[src/qmsc_map.svh]
// qmsc_map.svh: opcodes, register offsets, field positions, reset values, timing
// assumes inclusion by bare name from the block's source file
`ifndef QMSC_MAP_SVH
`define QMSC_MAP_SVH
// opcodes
`define QMSC_QUAD_MODE_ENTER_CMD 8'h35
`define QMSC_QUAD_MODE_EXIT_CMD 8'hF5
`define QMSC_SUSPEND_CMD_A 8'h75
`define QMSC_SUSPEND_CMD_B 8'hB0
`define QMSC_RESUME_CMD_A 8'h7A
`define QMSC_RESUME_CMD_B 8'h30
`define QMSC_WRITE_ENABLE_CMD 8'h06
`define QMSC_WRITE_DISABLE_CMD 8'h04
`define QMSC_WRITE_STATUS_CMD 8'h01
`define QMSC_SERIAL_PROGRAM_CMD 8'h02
`define QMSC_QUAD_PROGRAM_CMD_A 8'h32
`define QMSC_QUAD_PROGRAM_CMD_B 8'h38
`define QMSC_RESET_ARM_CMD 8'h66
`define QMSC_SOFT_RESET_CMD 8'h99
// register offsets (byte addresses)
`define QMSC_CTRL_OFS 8'h00
`define QMSC_STATUS_OFS 8'h04
`define QMSC_FUNC_OFS 8'h08
`define QMSC_OP_LEN_OFS 8'h0C
`define QMSC_OP_ADDR_OFS 8'h10
`define QMSC_LAST_CMD_OFS 8'h14
// field positions
`define QMSC_CTRL_START_BIT 0
`define QMSC_CTRL_KIND_LSB 1
`define QMSC_CTRL_STATE_LSB 4
`define QMSC_STATUS_WIP_BIT 0
`define QMSC_STATUS_WEL_BIT 1
`define QMSC_STATUS_QUAD_BIT 6
`define QMSC_FUNC_PROGRAM_SUSPENDED_FLAG_BIT 2
`define QMSC_FUNC_ERASE_SUSPENDED_FLAG_BIT 3
`define QMSC_LAST_ACCEPT_BIT 8
// reset values
`define QMSC_OP_LEN_RST 16'h0100
`define QMSC_OP_ADDR_RST 24'h000000
// timing
`define QMSC_CLK_MHZ 50
`define QMSC_SUSPEND_LATENCY_US 100
`define QMSC_SUSPEND_LATENCY_CYC (`QMSC_SUSPEND_LATENCY_US * `QMSC_CLK_MHZ)
`endif

[src/qmsc_pkg.sv]
// qmsc_pkg.sv: types shared by the quad mode and suspend controller
// assumes constants come from qmsc_map.svh
package qmsc_pkg;
  typedef enum logic [1:0] {KIND_SECTOR, KIND_BLOCK, KIND_PAGE, KIND_CHIP} qmsc_kind_t;
  typedef enum logic [1:0] {OP_IDLE, OP_RUN, OP_SUS_WAIT, OP_SUSPENDED} qmsc_opst_t;
  typedef struct packed {
    logic [7:0] opcode;
    logic [23:0] addr;
  } qmsc_cmd_t;
endpackage

[src/qmsc_top.sv]
// qmsc_top.sv: serial flash command front end, quad mode switch, suspend/resume
// assumes CE_N, SCK, IO_IN come from the host asynchronously; SCK far below REF_CLK/4
//
// How it works
// RULE1: quad-enter opcode makes later frames four-bit
// RULE2: quad-exit opcode returns to one-bit frames
// RULE3: quad-exit honoured only as two-clock quad cycle
// RULE4: host frames quad-exit with chip enable
// RULE5: sector, block, page operations can be suspended
// RULE6: two suspend, two resume opcodes, both modes
// RULE7: function bit2 program, bit3 erase suspended
// RULE8: commands refused during suspend latency
// RULE9: host polls in-progress or waits latency
// RULE10: suspend ignored during chip erase
// RULE11: erase suspend refuses status write, erase, region
// RULE12: program suspend refuses status write, program, page
// RULE13: erase suspend sets flag, clears write latch
// RULE14: program suspend sets flag, clears write latch
// RULE15: resume restarts operation, clears suspend flag
// RULE16: quad cycle is two nibbles, high first
// RULE17: host waits 400us before next erase suspend
// RULE18: array reads accepted during any suspend
// RULE19: erase suspend also allows program, enable, lock
// RULE20: register, id, parameter, resume commands always allowed
// RULE21: soft reset only right after reset arm
// RULE22: host polls in-progress after resume
// RULE23: in-progress high while running, low when done
// RULE24: disallowed opcodes during suspend change nothing
// RULE25: suspend with nothing running has no effect
`include "qmsc_map.svh"
`timescale 1ns/100ps
`default_nettype none
module qmsc_top
  import qmsc_pkg::*;
#(
  parameter int unsigned SUS_CYCLES = `QMSC_SUSPEND_LATENCY_CYC
)(
  input wire logic REF_CLK,
  input wire logic RST,
  input wire logic CE_N,
  input wire logic SCK,
  input wire logic [3:0] IO_IN,
  input wire logic [7:0] ADDR,
  input wire logic [31:0] WR_DATA,
  input wire logic WR,
  input wire logic RD,
  output logic [31:0] RD_DATA,
  output logic IN_PROGRESS_FLAG,
  output logic WRITE_ENABLE_LATCH,
  output logic QUAD_MODE,
  output logic PROG_SUSPENDED,
  output logic ERASE_SUSPENDED,
  output logic CMD_ACCEPT,
  output logic CMD_REFUSE,
  output qmsc_cmd_t CMD_OUT
);

  function automatic logic f_is_read(input logic [7:0] op);
    case (op)
      8'h03, 8'h0B, 8'hBB, 8'h3B, 8'hEB, 8'h6B, 8'h0D, 8'hBD, 8'hED: f_is_read = 1'b1;
      default: f_is_read = 1'b0;
    endcase
  endfunction

  // set of opcodes that pass while an operation is suspended
  function automatic logic f_allowed(input logic [7:0] op, input logic erase_sus);
    case (op)
      8'h05, 8'h48, 8'h82, 8'h7A, 8'h30, 8'hAB, 8'hC0, 8'h63, 8'h83, 8'h61, 8'h81,
      8'h9F, 8'h90, 8'hAF, 8'h4B, 8'h5A, 8'h00, 8'h66, 8'h99, 8'h68, 8'h14:
        f_allowed = 1'b1; // RULE20
      8'h02, 8'h32, 8'h38, 8'h06, 8'h75, 8'hB0, 8'h26, 8'h24:
        f_allowed = erase_sus; // RULE19
      default:
        f_allowed = f_is_read(op); // RULE18
    endcase
  endfunction

  // address lies in the sector, block or page that is being worked on
  function automatic logic f_in_region(input logic [23:0] a, input logic [23:0] base,
                                       input qmsc_kind_t kind);
    case (kind)
      KIND_SECTOR: f_in_region = (a[23:12] == base[23:12]);
      KIND_BLOCK: f_in_region = (a[23:16] == base[23:16]);
      KIND_PAGE: f_in_region = (a[23:8] == base[23:8]);
      default: f_in_region = 1'b1;
    endcase
  endfunction

  // pin synchronisers: {ce_n, sck, io[3:0]}
  logic [5:0] sync1;
  logic [5:0] sync2;
  logic sck_prev;
  logic ce_prev;

  always_ff @(posedge REF_CLK or posedge RST)
  begin
    if (RST)
    begin
      sync1 <= 6'h20;
      sync2 <= 6'h20;
      sck_prev <= 1'b0;
      ce_prev <= 1'b1;
    end
    else
    begin
      sync1 <= {CE_N, SCK, IO_IN};
      sync2 <= sync1;
      sck_prev <= sync2[4];
      ce_prev <= sync2[5];
    end
  end

  logic ce_n_s;
  logic sck_rise;
  logic frame_start;
  logic frame_end;
  assign ce_n_s = sync2[5];
  assign sck_rise = sync2[4] & ~sck_prev & ~ce_n_s;
  assign frame_start = ~ce_n_s & ce_prev;
  assign frame_end = ce_n_s & ~ce_prev;

  // frame shifter
  logic [31:0] shreg;
  logic [5:0] bit_cnt;
  logic [7:0] opcode;
  logic [23:0] cmd_addr;
  logic [31:0] next_shreg;
  logic [5:0] next_cnt;

  always_comb
  begin
    if (QUAD_MODE)
    begin
      next_shreg = {shreg[27:0], sync2[3:0]}; // RULE16
      next_cnt = bit_cnt + 6'h04;
    end
    else
    begin
      next_shreg = {shreg[30:0], sync2[0]};
      next_cnt = bit_cnt + 6'h01;
    end
  end

  always_ff @(posedge REF_CLK or posedge RST)
  begin
    if (RST)
    begin
      shreg <= 32'h0;
      bit_cnt <= 6'h0;
      opcode <= 8'h0;
      cmd_addr <= 24'h0;
    end
    else if (frame_start)
    begin
      shreg <= 32'h0;
      bit_cnt <= 6'h0;
      cmd_addr <= 24'h0;
    end
    else if (sck_rise && bit_cnt < 6'h20)
    begin
      shreg <= next_shreg;
      bit_cnt <= next_cnt;
      if (next_cnt == 6'h08)
        opcode <= next_shreg[7:0]; // RULE3
      if (next_cnt == 6'h20)
        cmd_addr <= next_shreg[23:0];
    end
  end

  // operation state
  qmsc_opst_t st;
  qmsc_kind_t kind;
  logic [15:0] op_len;
  logic [23:0] op_addr;
  logic [15:0] op_cnt;
  logic [15:0] sus_cnt;
  logic reset_armed;

  logic have_op;
  logic is_suspend;
  logic is_resume;
  logic suspended;
  logic blocked_read;
  logic accept;
  logic sus_take;
  logic sw_start;
  logic op_done;

  assign have_op = bit_cnt >= 6'h08;
  assign is_suspend = (opcode == `QMSC_SUSPEND_CMD_A) || (opcode == `QMSC_SUSPEND_CMD_B); // RULE6
  assign is_resume = (opcode == `QMSC_RESUME_CMD_A) || (opcode == `QMSC_RESUME_CMD_B); // RULE6
  assign suspended = (st == OP_SUSPENDED);
  assign blocked_read = f_is_read(opcode) && f_in_region(cmd_addr, op_addr, kind); // RULE11 RULE12

  always_comb
  begin
    accept = have_op;
    if (st == OP_SUS_WAIT)
      accept = 1'b0; // RULE8
    else if (suspended && (!f_allowed(opcode, ERASE_SUSPENDED) || blocked_read))
      accept = 1'b0; // RULE11 RULE12 RULE24
    if (opcode == `QMSC_SOFT_RESET_CMD && !reset_armed)
      accept = 1'b0; // RULE21
    if (opcode == `QMSC_QUAD_MODE_EXIT_CMD && !QUAD_MODE)
      accept = 1'b0; // RULE3
  end

  // running, not chip erase, not already suspended: otherwise no effect
  assign sus_take = frame_end && accept && is_suspend && st == OP_RUN
                    && kind != KIND_CHIP; // RULE5 RULE10 RULE25
  assign sw_start = WR && ADDR == `QMSC_CTRL_OFS && WR_DATA[`QMSC_CTRL_START_BIT]
                    && st == OP_IDLE;
  assign op_done = (st == OP_RUN) && (op_cnt >= op_len);

  always_ff @(posedge REF_CLK or posedge RST)
  begin
    if (RST)
    begin
      st <= OP_IDLE;
      kind <= KIND_SECTOR;
      op_cnt <= 16'h0;
      sus_cnt <= 16'h0;
    end
    else
    begin
      case (st)
        OP_IDLE:
          if (sw_start)
          begin
            st <= OP_RUN;
            kind <= qmsc_kind_t'(WR_DATA[`QMSC_CTRL_KIND_LSB +: 2]);
            op_cnt <= 16'h0;
          end
        OP_RUN:
          if (sus_take)
          begin
            st <= OP_SUS_WAIT; // RULE5
            sus_cnt <= 16'h0;
          end
          else if (op_done)
            st <= OP_IDLE;
          else
            op_cnt <= op_cnt + 16'h1;
        OP_SUS_WAIT:
          if (sus_cnt == 16'(SUS_CYCLES - 1))
            st <= OP_SUSPENDED; // RULE8
          else
            sus_cnt <= sus_cnt + 16'h1;
        OP_SUSPENDED:
          if (frame_end && accept && is_resume)
            st <= OP_RUN; // RULE15
        default:
          st <= OP_IDLE;
      endcase
    end
  end

  // suspend flags
  always_ff @(posedge REF_CLK or posedge RST)
  begin
    if (RST)
    begin
      PROG_SUSPENDED <= 1'b0;
      ERASE_SUSPENDED <= 1'b0;
    end
    else if (sus_take)
    begin
      PROG_SUSPENDED <= (kind == KIND_PAGE); // RULE7 RULE14
      ERASE_SUSPENDED <= (kind != KIND_PAGE); // RULE7 RULE13
    end
    else if (suspended && frame_end && accept && is_resume)
    begin
      PROG_SUSPENDED <= 1'b0; // RULE15
      ERASE_SUSPENDED <= 1'b0;
    end
  end

  // write enable latch; an enable in the completion cycle wins
  always_ff @(posedge REF_CLK or posedge RST)
  begin
    if (RST)
      WRITE_ENABLE_LATCH <= 1'b0;
    else if (sus_take)
      WRITE_ENABLE_LATCH <= 1'b0; // RULE13 RULE14
    else if (frame_end && accept && opcode == `QMSC_WRITE_ENABLE_CMD)
      WRITE_ENABLE_LATCH <= 1'b1;
    else if (op_done || (frame_end && accept && opcode == `QMSC_WRITE_DISABLE_CMD))
      WRITE_ENABLE_LATCH <= 1'b0;
  end

  // interface mode and reset arming; only a reset returns to one-bit mode by itself
  always_ff @(posedge REF_CLK or posedge RST)
  begin
    if (RST)
    begin
      QUAD_MODE <= 1'b0;
      reset_armed <= 1'b0;
    end
    else if (frame_end && accept)
    begin
      if (opcode == `QMSC_QUAD_MODE_ENTER_CMD)
        QUAD_MODE <= 1'b1; // RULE1
      else if (opcode == `QMSC_QUAD_MODE_EXIT_CMD)
        QUAD_MODE <= 1'b0; // RULE2
      reset_armed <= (opcode == `QMSC_RESET_ARM_CMD); // RULE21
    end
  end

  // in-progress lags the state by one cycle
  always_ff @(posedge REF_CLK or posedge RST)
  begin
    if (RST)
      IN_PROGRESS_FLAG <= 1'b0;
    else
      IN_PROGRESS_FLAG <= (st == OP_RUN) || (st == OP_SUS_WAIT); // RULE23
  end

  // command hand-off to the rest of the device
  logic last_accept;
  always_ff @(posedge REF_CLK or posedge RST)
  begin
    if (RST)
    begin
      CMD_ACCEPT <= 1'b0;
      CMD_REFUSE <= 1'b0;
      CMD_OUT <= '0;
      last_accept <= 1'b0;
    end
    else
    begin
      CMD_ACCEPT <= frame_end && accept;
      CMD_REFUSE <= frame_end && have_op && !accept; // RULE24
      if (frame_end && have_op)
      begin
        CMD_OUT <= {opcode, cmd_addr};
        last_accept <= accept;
      end
    end
  end

  // register port
  always_ff @(posedge REF_CLK or posedge RST)
  begin
    if (RST)
    begin
      op_len <= `QMSC_OP_LEN_RST;
      op_addr <= `QMSC_OP_ADDR_RST;
    end
    else if (WR && st == OP_IDLE)
    begin
      if (ADDR == `QMSC_OP_LEN_OFS)
        op_len <= WR_DATA[15:0];
      if (ADDR == `QMSC_OP_ADDR_OFS)
        op_addr <= WR_DATA[23:0];
    end
  end

  logic [31:0] next_rd;
  always_comb
  begin
    next_rd = 32'h0;
    case (ADDR)
      `QMSC_CTRL_OFS:
      begin
        next_rd[`QMSC_CTRL_KIND_LSB +: 2] = kind;
        next_rd[`QMSC_CTRL_STATE_LSB +: 2] = st;
      end
      `QMSC_STATUS_OFS:
      begin
        next_rd[`QMSC_STATUS_WIP_BIT] = IN_PROGRESS_FLAG;
        next_rd[`QMSC_STATUS_WEL_BIT] = WRITE_ENABLE_LATCH;
        next_rd[`QMSC_STATUS_QUAD_BIT] = QUAD_MODE;
      end
      `QMSC_FUNC_OFS:
      begin
        next_rd[`QMSC_FUNC_PROGRAM_SUSPENDED_FLAG_BIT] = PROG_SUSPENDED; // RULE7
        next_rd[`QMSC_FUNC_ERASE_SUSPENDED_FLAG_BIT] = ERASE_SUSPENDED;
      end
      `QMSC_OP_LEN_OFS: next_rd[15:0] = op_len;
      `QMSC_OP_ADDR_OFS: next_rd[23:0] = op_addr;
      `QMSC_LAST_CMD_OFS:
      begin
        next_rd[7:0] = CMD_OUT.opcode;
        next_rd[`QMSC_LAST_ACCEPT_BIT] = last_accept;
      end
      default: next_rd = 32'h0;
    endcase
  end

  always_ff @(posedge REF_CLK or posedge RST)
  begin
    if (RST)
      RD_DATA <= 32'h0;
    else if (RD)
      RD_DATA <= next_rd;
    else
      RD_DATA <= 32'h0;
  end
endmodule
`default_nettype wire

[config.mk]
export PLATFORM = sky130hd
export DESIGN_NAME = qmsc_top
export DESIGN_NICKNAME = d
export VERILOG_FILES = /design/src/qmsc_pkg.sv /design/src/qmsc_top.sv
export VERILOG_INCLUDE_DIRS = /design/src
export SDC_FILE = /design/constraint.sdc
export NUM_CORES = 1
export LEC_CHECK = 0
export BUFFER_PORTS_ARGS = -buffer_cell sky130_fd_sc_hd__buf_2
export CAP_MARGIN = 20
export CORE_MARGIN = 8
export CORE_UTILIZATION = 50
export DETAILED_ROUTE_END_ITERATION = 12
export PLACE_DENSITY = 0.67
export SYNTH_ARGS = -nofsm -noshare
export SYNTH_HDL_FRONTEND = slang
export SYNTH_SLANG_ARGS = --single-unit
[constraint.sdc]
create_clock -name REF_CLK -period 11.9 [get_ports REF_CLK]
set_input_delay 1.19 -clock REF_CLK [delete_from_list [all_inputs] [get_ports REF_CLK]]
set_output_delay 1.19 -clock REF_CLK [all_outputs]
set_load 0.03 [all_outputs]
# Word level (Yosys, flattened, before mapping)
# Cells that the tools add are included.
totals:
  n_memories: 0
  latch_bits: 0
  word_cells: 209
  reg_bits: 224
  romBits: 0
  mem_bits_rw: 0
  input_bits: 50
op_classes:
  magnitude_cmp: 3
  add_sub_neg: 4
  n_shift: 0
  n_reduce_logical: 54
  n_bitwise: 8
  mux: 48
  multipliers: 0
  n_eq_ne: 66
  n_div: 0
ops:
  columns: ["cell", "n"]
  rows:
  - ["$eq A8 B8 Y1 const B", 15]
  - ["$mux W24", 5]
  - ["$eq A8 B7 Y1 const B", 10]
  - ["$mux W16", 5]
  - ["$pmux W16 S2", 2]
  - ["$eq A8 B6 Y1 const B", 7]
  - ["$mux W23", 2]
  - ["$add A16 B1 Y16 const B", 2]
  - ["$eq A8 B3 Y1 const B", 4]
  - ["$eq A8 B4 Y1 const B", 4]
  - ["$eq A8 B5 Y1 const B", 3]
  - ["$logic_and A1 B1 Y1", 22]
  - ["$reduce_or A21 Y1", 1]
  - ["$mux W6", 3]
  - ["$eq A16 B13 Y1 const B", 1]
  - ["$eq A16 B16 Y1", 1]
  - ["$eq A8 B2 Y1 const B", 2]
  - ["$ge A16 B16 Y1", 1]
  - ["$logic_not A8 Y1", 2]
  - ["$ne A2 B2 Y1 const B", 8]
  - ["$pmux W2 S4", 2]
  - ["$mux W1", 14]
  - ["$pmux W7 S2", 1]
  - ["$eq A12 B12 Y1", 1]
  - ["30 further kinds", 65]

# Logic depth before layout (Yosys ltp)
# Gate-level depths: netlist of run 1.
logic_depth:
  word_depth: 18
  mapped_depth: 11
  mapped_depth_nobuf: 10

# Worst setup path after synthesis of run 1
# OpenSTA, ideal clock, no wires.
synth_path:
  path_type: "input-to-reg"
  startpoint: "in ADDR[5]"
  endpoint: "reg op_cnt[13]"
  required_ns: 11.823
  setup_time_ns: 0.077
  arrival_time_ns: 3.043
  stages: 8
  slack_ns: 8.780
  path_cell_list: "nor3_1 -> nand2b_1 -> nor3b_2 -> nand4_1 -> o21ai_1 -> o211ai_2 -> or4_1 -> a21oi_1"
synth_via:
  elab_chain_len: 6
synth_rtl:
  columns: ["item", "line_no", "text"]
  rows:
  - ["start: declaration", "qmsc_top.sv:43", "input wire logic [7:0] ADDR,"]
  - ["$logic_not A8 Y1", null, null]
  - ["$logic_and A1 B1 Y1 (no line)", null, null]
  - ["$logic_and A1 B1 Y1 (2 in series)", "qmsc_top.sv:211", "assign sw_start = WR && ADDR == `QMSC_CTRL_OFS && WR_DATA[`QMSC_CTRL_START_BIT]"]
  - ["$ne A2 B2 Y1 (no line)", null, null]
  - ["$reduce_and A4 Y1 (no line)", null, null]
  - ["end signal: assignment", "qmsc_top.sv:243", "op_cnt <= op_cnt + 16'h1;"]
  - ["end: declaration", "qmsc_top.sv:175", "logic [15:0] op_cnt;"]
# No other way between the ends.
# A chain may end at the register's enable or synchronous reset.

# Worst setup path in the final report of run 1
layout_path:
  startpoint: "reg opcode[4]"
  endpoint: "reg op_cnt[13]"
layout_via:
  elab_chain_len: 18
  elab_cells_between_ends: 62
layout_rtl:
  columns: ["item", "line_no", "text"]
  rows:
  - ["start: declaration", "qmsc_top.sv:125", "logic [7:0] opcode;"]
  - ["start signal: assignment", "qmsc_top.sv:164", "opcode <= next_shreg[7:0];"]
  - ["$eq A8 B2 Y1, or another cell as far along", "qmsc_top.sv:59", "case (op)"]
  - ["$reduce_or A9 Y1", "qmsc_top.sv:59", null]
  - ["$mux W1", "qmsc_top.sv:59", null]
  - ["$pmux W1 S2", "qmsc_top.sv:67", "case (op)"]
  - ["$mux W1", "qmsc_top.sv:198", "if (st == OP_SUS_WAIT)"]
  - ["$logic_not A1 Y1", "qmsc_top.sv:200", "else if (suspended && (!f_allowed(opcode, ERASE_SUSPENDED) || blocked_read))"]
  - ["$logic_or A1 B1 Y1", "qmsc_top.sv:200", null]
  - ["$logic_and A1 B1 Y1", "qmsc_top.sv:200", null]
  - ["$mux W1", "qmsc_top.sv:200", null]
  - ["$mux W1", "qmsc_top.sv:198", null]
  - ["$mux W1", "qmsc_top.sv:202", "if (opcode == `QMSC_SOFT_RESET_CMD && !reset_armed)"]
  - ["$mux W1", "qmsc_top.sv:204", "if (opcode == `QMSC_QUAD_MODE_EXIT_CMD && !QUAD_MODE)"]
  - ["$logic_and A1 B1 Y1", "qmsc_top.sv:209", "assign sus_take = frame_end && accept && is_suspend && st == OP_RUN"]
  - ["$logic_and A1 B1 Y1 * (2 in series)", "qmsc_top.sv:209", null]
  - ["$logic_and A1 B1 Y1 *", "qmsc_top.sv:210", "&& kind != KIND_CHIP;"]
  - ["$ne A2 B2 Y1 (no line) *", null, null]
  - ["$reduce_and A4 Y1 (no line) *", null, null]
# Mark *: on every way between the ends. The rest lies on a longest branch, timed or not. The select of a mux whose other input is x is not followed.

==> impl_results.rst, run 1 <==
.. list-table::
   :header-rows: 1

   * - Metric
     - Value
   * - Layout cells sized above 1
     - 0.231
   * - Length of routed wiring on met1
     - 11.4 mm
   * - Total routing resource utilization after global routing
     - 0.187
   * - Count of buffers from port buffering
     - 104
   * - DRT Wirelength
     - 24.5 mm
   * - TritonCTS clock tree
     - yes
   * - Seq pwr share
     - 0.493
   * - Netlist Area Pre-Place
     - 0.0105 mm²
   * - Total number of vias
     - 7680
   * - Top library cells by usage in the layout, fill and taps aside
     - dfrtp_1 (212), nor2_1 (123), buf_2 (104)
   * - Number of cells produced by synthesis
     - 983
   * - DRT antenna net count
     - 0
   * - Number of global-route vias before repair
     - 7627
   * - P_sw
     - between 0.3 and 0.4 mW
   * - Number of vias per cell after detailed routing
     - 5.64
   * - Worst supply voltage drop on vdd
     - roughly 0.12 mV
   * - Overall power consumption
     - 1.55 mW
   * - Met2 Routed Length
     - 11.4 mm
   * - Total internal power
     - ~1.2 mW
   * - Clock power frac
     - 0.456
   * - Die X
     - 161 µm
   * - Crit path DAT
     - approximately 4.0 ns
   * - Setup repair after global routing missed its margin
     - false
   * - Filler cell count in the final layout
     - 1801
   * - Crit end category
     - register
   * - Floorplan die area
     - 0.0259 mm²
   * - Part of the power in combinational logic
     - 0.050
   * - Final weighted congestion in routability-driven placement
     - 0.862
   * - Clock transition at path regs
     - 0.06 ns
   * - Dominant register cell in the synthesized netlist
     - dfrtp_1
   * - Aggregate global routing overflow
     - 0
   * - Initial antenna violation count
     - 0
   * - Flip-flop and latch count after synthesis
     - 216
   * - Area overhead of the layout relative to synthesis
     - 14.1%
   * - DP Wirelength
     - 17.0 mm
   * - Number of enable flip-flop cells after synthesis
     - 0
   * - Largest net degree at the start of global routing
     - 150
   * - Number of buffers created by CTS
     - 23
   * - Max capacitance violation total
     - 0
   * - Total iterations of the first detailed-routing run
     - 5
   * - Count of pins over their slew limit
     - 0
   * - Switching share of power
     - 0.229
   * - Fraction of the yosys area taken by sequential cells
     - 0.515
   * - Number of nets in the final layout
     - 1145
   * - Critical path type
     - register to register
   * - Post-Place Cell Area
     - roughly 0.011 mm²
   * - Number of I/O pins
     - 121
   * - CP max FO
     - 21
   * - Effective utilization at floorplan
     - 0.505
   * - Result of the run
     - finished, final reports clean
   * - Type of the tightest min-delay check
     - register to register
   * - Count of different cell masters after synthesis
     - 67
   * - Post-layout instance area
     - 0.0120 mm²
   * - Site row count
     - 53
   * - Slew of the pin with the lowest slew margin
     - roughly 0.95 ns
   * - Detail Route met3 WL
     - between 1 and 1.5 mm
   * - Fin Clk Skew
     - 0.00706 ns
   * - Startpoint of the tightest hold check path
     - sync1[4]
   * - Num Clock Sinks
     - 216
   * - FF-to-FF setup slack
     - 8.31 ns
   * - Worst-case headroom to the max-slew limit
     - 0.363
   * - Clock network latency to the later pin of the worst-skew pair
     - 0.50 ns
   * - Total of endpoints with negative setup slack in the final report
     - 0
   * - Worst setup timing slack at the placement stage
     - roughly 7.5 ns
   * - Number of warnings issued by yosys
     - 0
   * - Tightest hold margin
     - 0.349 ns
   * - Buffers inserted by post-CTS timing repair
     - 0
   * - Post-cts sizing count
     - 0
   * - CTS root buf
     - clkbuf_16
   * - CTS max path bufs
     - 3
   * - Hold Buf Count CTS
     - 0
   * - Share of synthesized flip-flops with an asynchronous set or reset
     - 1.00
   * - Avg Synthesized Cell Area
     - 10.7 µm²
   * - Final critical-path required period
     - 3.59 ns
   * - Reg2reg end
     - op_cnt[13]
   * - CP required
     - 12.33 ns
   * - Initial DRC count
     - ~460
   * - Worst hold endpoint
     - sync2[4]
   * - Reported leakage power
     - roughly 5.9 nW
   * - Critical R2R Launch
     - opcode[4]
   * - Areal power density over the cells
     - between 100 and 150 mW/mm²
   * - R2r worst-path depth
     - 8
   * - Final clock period utilization by the worst path
     - 0.302
   * - Total inserted antenna cells
     - 0
   * - Cell depth of the worst hold path
     - 0
   * - Detailed-route wire length per cell
     - 18.0 µm
   * - Total number of H-tree levels
     - 1
   * - Height of the die
     - around 160 µm
   * - Wire length of the first global-routing pass
     - 40.4 mm
   * - Most common cell after layout, fill and taps aside
     - dfrtp_1
   * - Accumulated negative setup slack
     - 0 ns
   * - FF+latch area
     - approximately 0.0054 mm²
   * - Maximum achievable frequency
     - 279 MHz
   * - Setup slack after layout
     - 8.31 ns
   * - Core box area
     - 0.0208 mm²
   * - Highest metal layer with signal wires
     - met4
   * - Startpoint type of the worst setup path
     - register
   * - Final Hold Violating Endpoints
     - 0
   * - Drc violations
     - 0
   * - Total area of multi-input combinational cells
     - 0.00475 mm²
-- metal layers --
metal,vias to the layer above,track usage
met4,0,0.0375
met3,28,0.0341
met5,-,0
li1,3655,-
met2,195,0.298
met1,3802,0.263
-- power by group through the flow --
stage	Clock [mW]	Sequential [mW]	Combinational, mW
after global routing	0.758	0.767	0.0904
after global placement	0	0.777	0.0772
after CTS	0.722	0.765	0.0786
final	0.708	0.765	0.0783
after detailed placement	0	0.778	0.0781
after floorplan	0	0.772	0.0607
-- cell usage after synthesis (all sizes together) (18+ instances only) --
library cell | number | area [µm²]
a211oi | 20 | 150
a21oi | 42 | 210
and3 | 22 | 138
buf | 26 | 149
clkbuf | 34 | 128
dfrtp | 212 | 5310
ha | 25 | 313
inv | 30 | 113
mux2 | 87 | 980
mux2i | 38 | 380
nand2 | 51 | 191
nand3 | 27 | 135
nor2 | 124 | 468
nor2b | 18 | 113
o21ai | 39 | 199
xor2 | 26 | 228
-- stage by stage --
step,utilization,std cells
after global placement,0.539,1318
after CTS,0.574,1359
after floorplan,-,990
after detailed placement,0.539,1318
after global routing,0.576,1361
final,0.576,1361
-- kinds of logic after synthesis --
| logic type | count (synthesis) | share of synthesized area |
|---|---|---|
| XOR/XNOR | 37 | 0.0308 |
| adder cells (fa/ha/maj) | 25 | 0.0298 |
| AND/OR/NAND/NOR | 323 | 0.155 |
| multiplexers | 125 | 0.129 |
| AO/OA/AOI/OAI | 165 | 0.103 |
| flip-flops | 216 | 0.515 |
| buffers and inverters | 91 | 0.0374 |
| other | 1 | 0.000357 |
-- final cells by class --
cell class	count	area share
flip-flops and latches	216	0.451
clock buffers	31	0.0530
clock inverters	10	0.00907
well taps	275	0.0287
repair buffers	115	0.0519
multi-input cells	683	0.396
inverters	31	0.0103
-- critical path, cell delays in order, from the launching register on --
cell,delay (ns)
dfrtp_1,0.63
and3b_1,0.32
and3_1,0.19
a31oi_2,0.28
o221ai_1,0.27
o21ai_2,0.63
o211ai_2,0.47
or4_1,0.57
a21oi_1,0.14
-- how the worst max path moves through the flow --
stage                          from          end  slack, ns  cells past startpoint
after floorplan                 RST   CMD_ACCEPT       4.81                      1
final                     opcode[4]   op_cnt[13]       8.31                      8
after global routing      opcode[4]   op_cnt[13]       8.04                      8
after global placement      ADDR[1]  op_addr[18]       7.55                      7
after detailed placement    ADDR[1]  op_addr[19]       7.54                      7
after CTS                   ADDR[1]  op_addr[19]       8.06                      7
-- flip-flops by register name, indices dropped and copies added, names as in the netlist, 2 cells and up --
| name | cells |
|---|---|
| bit_cnt | 6 |
| st | 2 |
| opcode | 8 |
| cmd_addr | 24 |
| op_len | 16 |
| op_addr | 24 |
| sync1 | 6 |
| op_cnt | 16 |
| RD_DATA | 24 |
| sus_cnt | 16 |
| sync2 | 6 |
| kind | 2 |
| CMD_OUT | 32 |
| shreg | 23 |
No activity file was read; power rests on OpenSTA's default activity.
==> run 2, diff against run 1 <==
==> constraint.sdc (replaced) <==
create_clock -name REF_CLK -period 3.4 [get_ports REF_CLK]
set_input_delay 0.34 -clock REF_CLK [delete_from_list [all_inputs] [get_ports REF_CLK]]
set_output_delay 0.34 -clock REF_CLK [all_outputs]
set_load 0.03 [all_outputs]
==> run 2 against run 1 <==
Against the previous run: the flow now finishes with violations (hold timing); routed wire length down 0.13%; die area unchanged; worst hold slack worse by 0.38 ns; cell area up 1.7%; critical path type unchanged; largest cell class unchanged.
==> impl_results.rst, run 2 (synthesis results as in run 1) <==
.. list-table::
   :header-rows: 1

   * - Metric
     - Value
   * - Number of flip-flops under the largest register name
     - 32 (unchanged)
   * - Total routing resource utilization after global routing
     - 0.189 (+0.00204)
   * - Filler cell count in the final layout
     - 1759 (-2.3%)
   * - Wire length of the first global-routing pass
     - 40.8 mm (+1.0%)
   * - Die X
     - 161 µm (unchanged)
   * - Drc violations
     - 0 (unchanged)
   * - Total internal power
     - 4.30 mW (+260%)
   * - Total inserted antenna cells
     - 0 (unchanged)
   * - Final clock period utilization by the worst path
     - 0.856 (+0.554)
   * - R2r worst-path depth
     - 9 (+1)
   * - Clock transition at path regs
     - 0.06 ns (about the same)
   * - Startpoint type of the worst setup path
     - register
   * - Final critical-path required period
     - 2.91 ns (-0.679 ns)
   * - Cells along the critical path
     - and3b_1 > and3_1 > a31oi_2 > o221ai_1 > o21ai_2 > o211ai_2 > buf_4 > nor3_1 > mux2i_1
   * - Fin Clk Skew
     - 0.0186 ns (+0.0116 ns)
   * - DP Wirelength
     - 17.4 mm (+2.6%)
   * - Top library cells by usage in the layout, fill and taps aside
     - dfrtp_1 (212), nor2_1 (123), buf_2 (104)
   * - Worst Path Buf+Inv
     - 1 (+1)
   * - DRT antenna net count
     - 0 (unchanged)
   * - Critical path type
     - register to register
   * - Core box area
     - 0.0208 mm² (unchanged)
   * - Areal power density over the cells
     - 457 mW/mm² (+250%)
   * - Accumulated negative setup slack
     - 0 ns (unchanged)
   * - Reported leakage power
     - 5.97 nW (+1.7%)
   * - Slew of the pin with the lowest slew margin
     - 0.824 ns (-0.128 ns)
   * - TritonCTS clock tree
     - yes
   * - Largest net degree at the start of global routing
     - 118 (-21%)
   * - Clock power frac
     - 0.469 (+0.013)
   * - Layout cells sized above 1
     - 0.238 (+0.00689)
   * - Slowest stage cell on the critical path
     - dfrtp_1
   * - Number of nets in the final layout
     - 1162 (+1.5%)
   * - Tightest hold margin
     - -0.0314 ns (-0.380 ns)
   * - Count of pins over their slew limit
     - 0 (unchanged)
   * - Type of the tightest min-delay check
     - primary input to async pin
   * - FF+latch area
     - 0.00541 mm² (unchanged)
   * - Number of buffers created by CTS
     - 24 (+4.3%)
   * - Most common cell after layout, fill and taps aside
     - dfrtp_1
   * - Count of buffers from port buffering
     - 104 (unchanged)
   * - Aggregate global routing overflow
     - 0 (unchanged)
   * - Setup repair after global routing missed its margin
     - false
   * - Maximum achievable frequency
     - 344 MHz (+23%)
   * - Total area of multi-input combinational cells
     - 0.00475 mm² (+0.11%)
   * - Result of the run
     - complete, but fails checks
   * - Critical R2R Launch
     - opcode[2]
   * - Initial DRC count
     - 465 (+2.0%)
   * - Part of the power in combinational logic
     - 0.050 (about the same)
   * - Post-Place Cell Area
     - 0.0113 mm² (+1.0%)
   * - Number of I/O pins
     - 121 (unchanged)
   * - Worst-case headroom to the max-slew limit
     - 0.449 (+0.0864)
   * - FF-to-FF setup slack
     - 0.49 ns (-7.82 ns)
   * - Largest stage delay, worst path
     - 0.66 ns (+0.03 ns)
   * - Total number of vias
     - 7766 (+1.1%)
   * - Detailed-route wire length per cell
     - 17.8 µm (-1.5%)
   * - Area overhead of the layout relative to synthesis
     - 16.0%
   * - Initial antenna violation count
     - 0 (unchanged)
   * - Clock network latency to the later pin of the worst-skew pair
     - 0.53 ns (+0.03 ns)
   * - DRT Wirelength
     - 24.5 mm (-0.13%)
   * - Height of the die
     - 161 µm (unchanged)
   * - Effective utilization at floorplan
     - 0.505 (unchanged)
   * - Seq pwr share
     - 0.481 (-0.012)
   * - Number of vias per cell after detailed routing
     - 5.63 (-0.27%)
   * - CP max FO
     - 14 (-33%)
   * - Post-layout instance area
     - 0.0122 mm² (+1.7%)
   * - Final weighted congestion in routability-driven placement
     - 0.859 (-0.32%)
   * - Site row count
     - 53 (unchanged)
   * - CTS max path bufs
     - 3 (unchanged)
   * - P_sw
     - 1.27 mW (+260%)
   * - Overall power consumption
     - 5.57 mW (+260%)
   * - Total iterations of the first detailed-routing run
     - 5 (unchanged)
   * - Crit path DAT
     - 3.36 ns (-0.66 ns)
   * - Total number of H-tree levels
     - 1 (unchanged)
   * - Max capacitance violation total
     - 0 (unchanged)
   * - Total of endpoints with negative setup slack in the final report
     - 0 (unchanged)
   * - Worst supply voltage drop on vdd
     - 0.406 mV (+240%)
   * - Reg2reg end
     - op_cnt[15]
   * - Switching share of power
     - 0.229 (-0.000262)
   * - Crit end category
     - register
   * - Failing checks
     - hold timing
   * - Floorplan die area
     - 0.0259 mm² (unchanged)
   * - Kind of cell adding the most delay to the critical path
     - compound AO/OA/AOI/OAI gates
   * - Number of global-route vias before repair
     - 7647 (+0.26%)
   * - CP required
     - 3.85 ns (-8.48 ns)
   * - Top reg by flops
     - CMD_OUT
   * - CTS root buf
     - clkbuf_16
   * - Num Clock Sinks
     - 216 (unchanged)
   * - Final Hold Violating Endpoints
     - 20 (+20)
## run 2: changes by cell type in the layout (fill, tap and decap cells not counted), sizes merged
| cell | delta |
|---|---|
| buf | +10 |
| clkbuf | +4 |
| dlygate4sd3 | +6 |
| inv | -1 |
## run 2: how the worst max path moves through the flow
stage,from,to,slack [ns],cells past startpoint
after floorplan,RST,CMD_ACCEPT,0.25,1
after global placement,opcode[2],op_cnt[7],0.57,9
after detailed placement,opcode[2],op_cnt[15],0.52,9
after CTS,opcode[2],op_cnt[15],0.53,9
after global routing,opcode[6],op_cnt[7],0.27,9
final,opcode[2],op_cnt[15],0.49,9
## run 2: per-layer routing
metal  GRT usage  share of wire  up-vias
met1       0.258           0.46     3839
met2       0.299           0.46      187
met5           0              0        -
met3      0.0473          0.064       37
li1            -              -     3703
met4      0.0425          0.020        0
## run 2: power groups by stage
| stage | Sequential [mW] | Clock (mW) | Combinational [mW] |
|---|---|---|---|
| 2_1_floorplan | 2.70 | 0 | 0.213 |
| 6_report | 2.68 | 2.61 | 0.279 |
| 4_1_cts | 2.68 | 2.67 | 0.286 |
| 5_1_grt | 2.68 | 2.78 | 0.317 |
| 3_5_place_dp | 2.72 | 0 | 0.279 |
| 3_3_place_gp | 2.72 | 0 | 0.273 |
## run 2: area by class of cell
type,count,share of cell area
clock buffer,35,0.0567
clock inverter,9,0.00923
inverter,31,0.00985
multi-input combinational,683,0.390
sequential,216,0.444
tap,275,0.0282
timing repair buffer,131,0.0626
## run 2: stage by stage
step / util / worst slack [ns] / instances / hold WS (ns)
6_report: 0.586 / 0.490 / 1380 / -0.0314
5_1_grt: 0.586 / 0.269 / 1380 / 0.0360
4_1_cts: 0.586 / 0.527 / 1380 / 0.0203
3_5_place_dp: 0.544 / 0.524 / 1330 / 0.338
3_3_place_gp: 0.544 / 0.566 / 1330 / 0.334
2_1_floorplan: - / 0.251 / 990 / 0.331
## run 2: worst reg2reg max path, stage by stage, from the launching register on
cell	delay (ns)
dfrtp_1	0.66
and3b_1	0.26
and3_1	0.19
a31oi_2	0.28
o221ai_1	0.27
o21ai_2	0.32
o211ai_2	0.20
buf_4	0.22
nor3_1	0.24
mux2i_1	0.21
## run 2: what timing repair did
action | in CTS | in global routing
gates resized for setup | 0 | 0
setup buffers | 0 | 0
setup endpoints to repair | 0 | 0
endpoints found under the hold margin | 6 | 0
hold buffers | 6 | 0
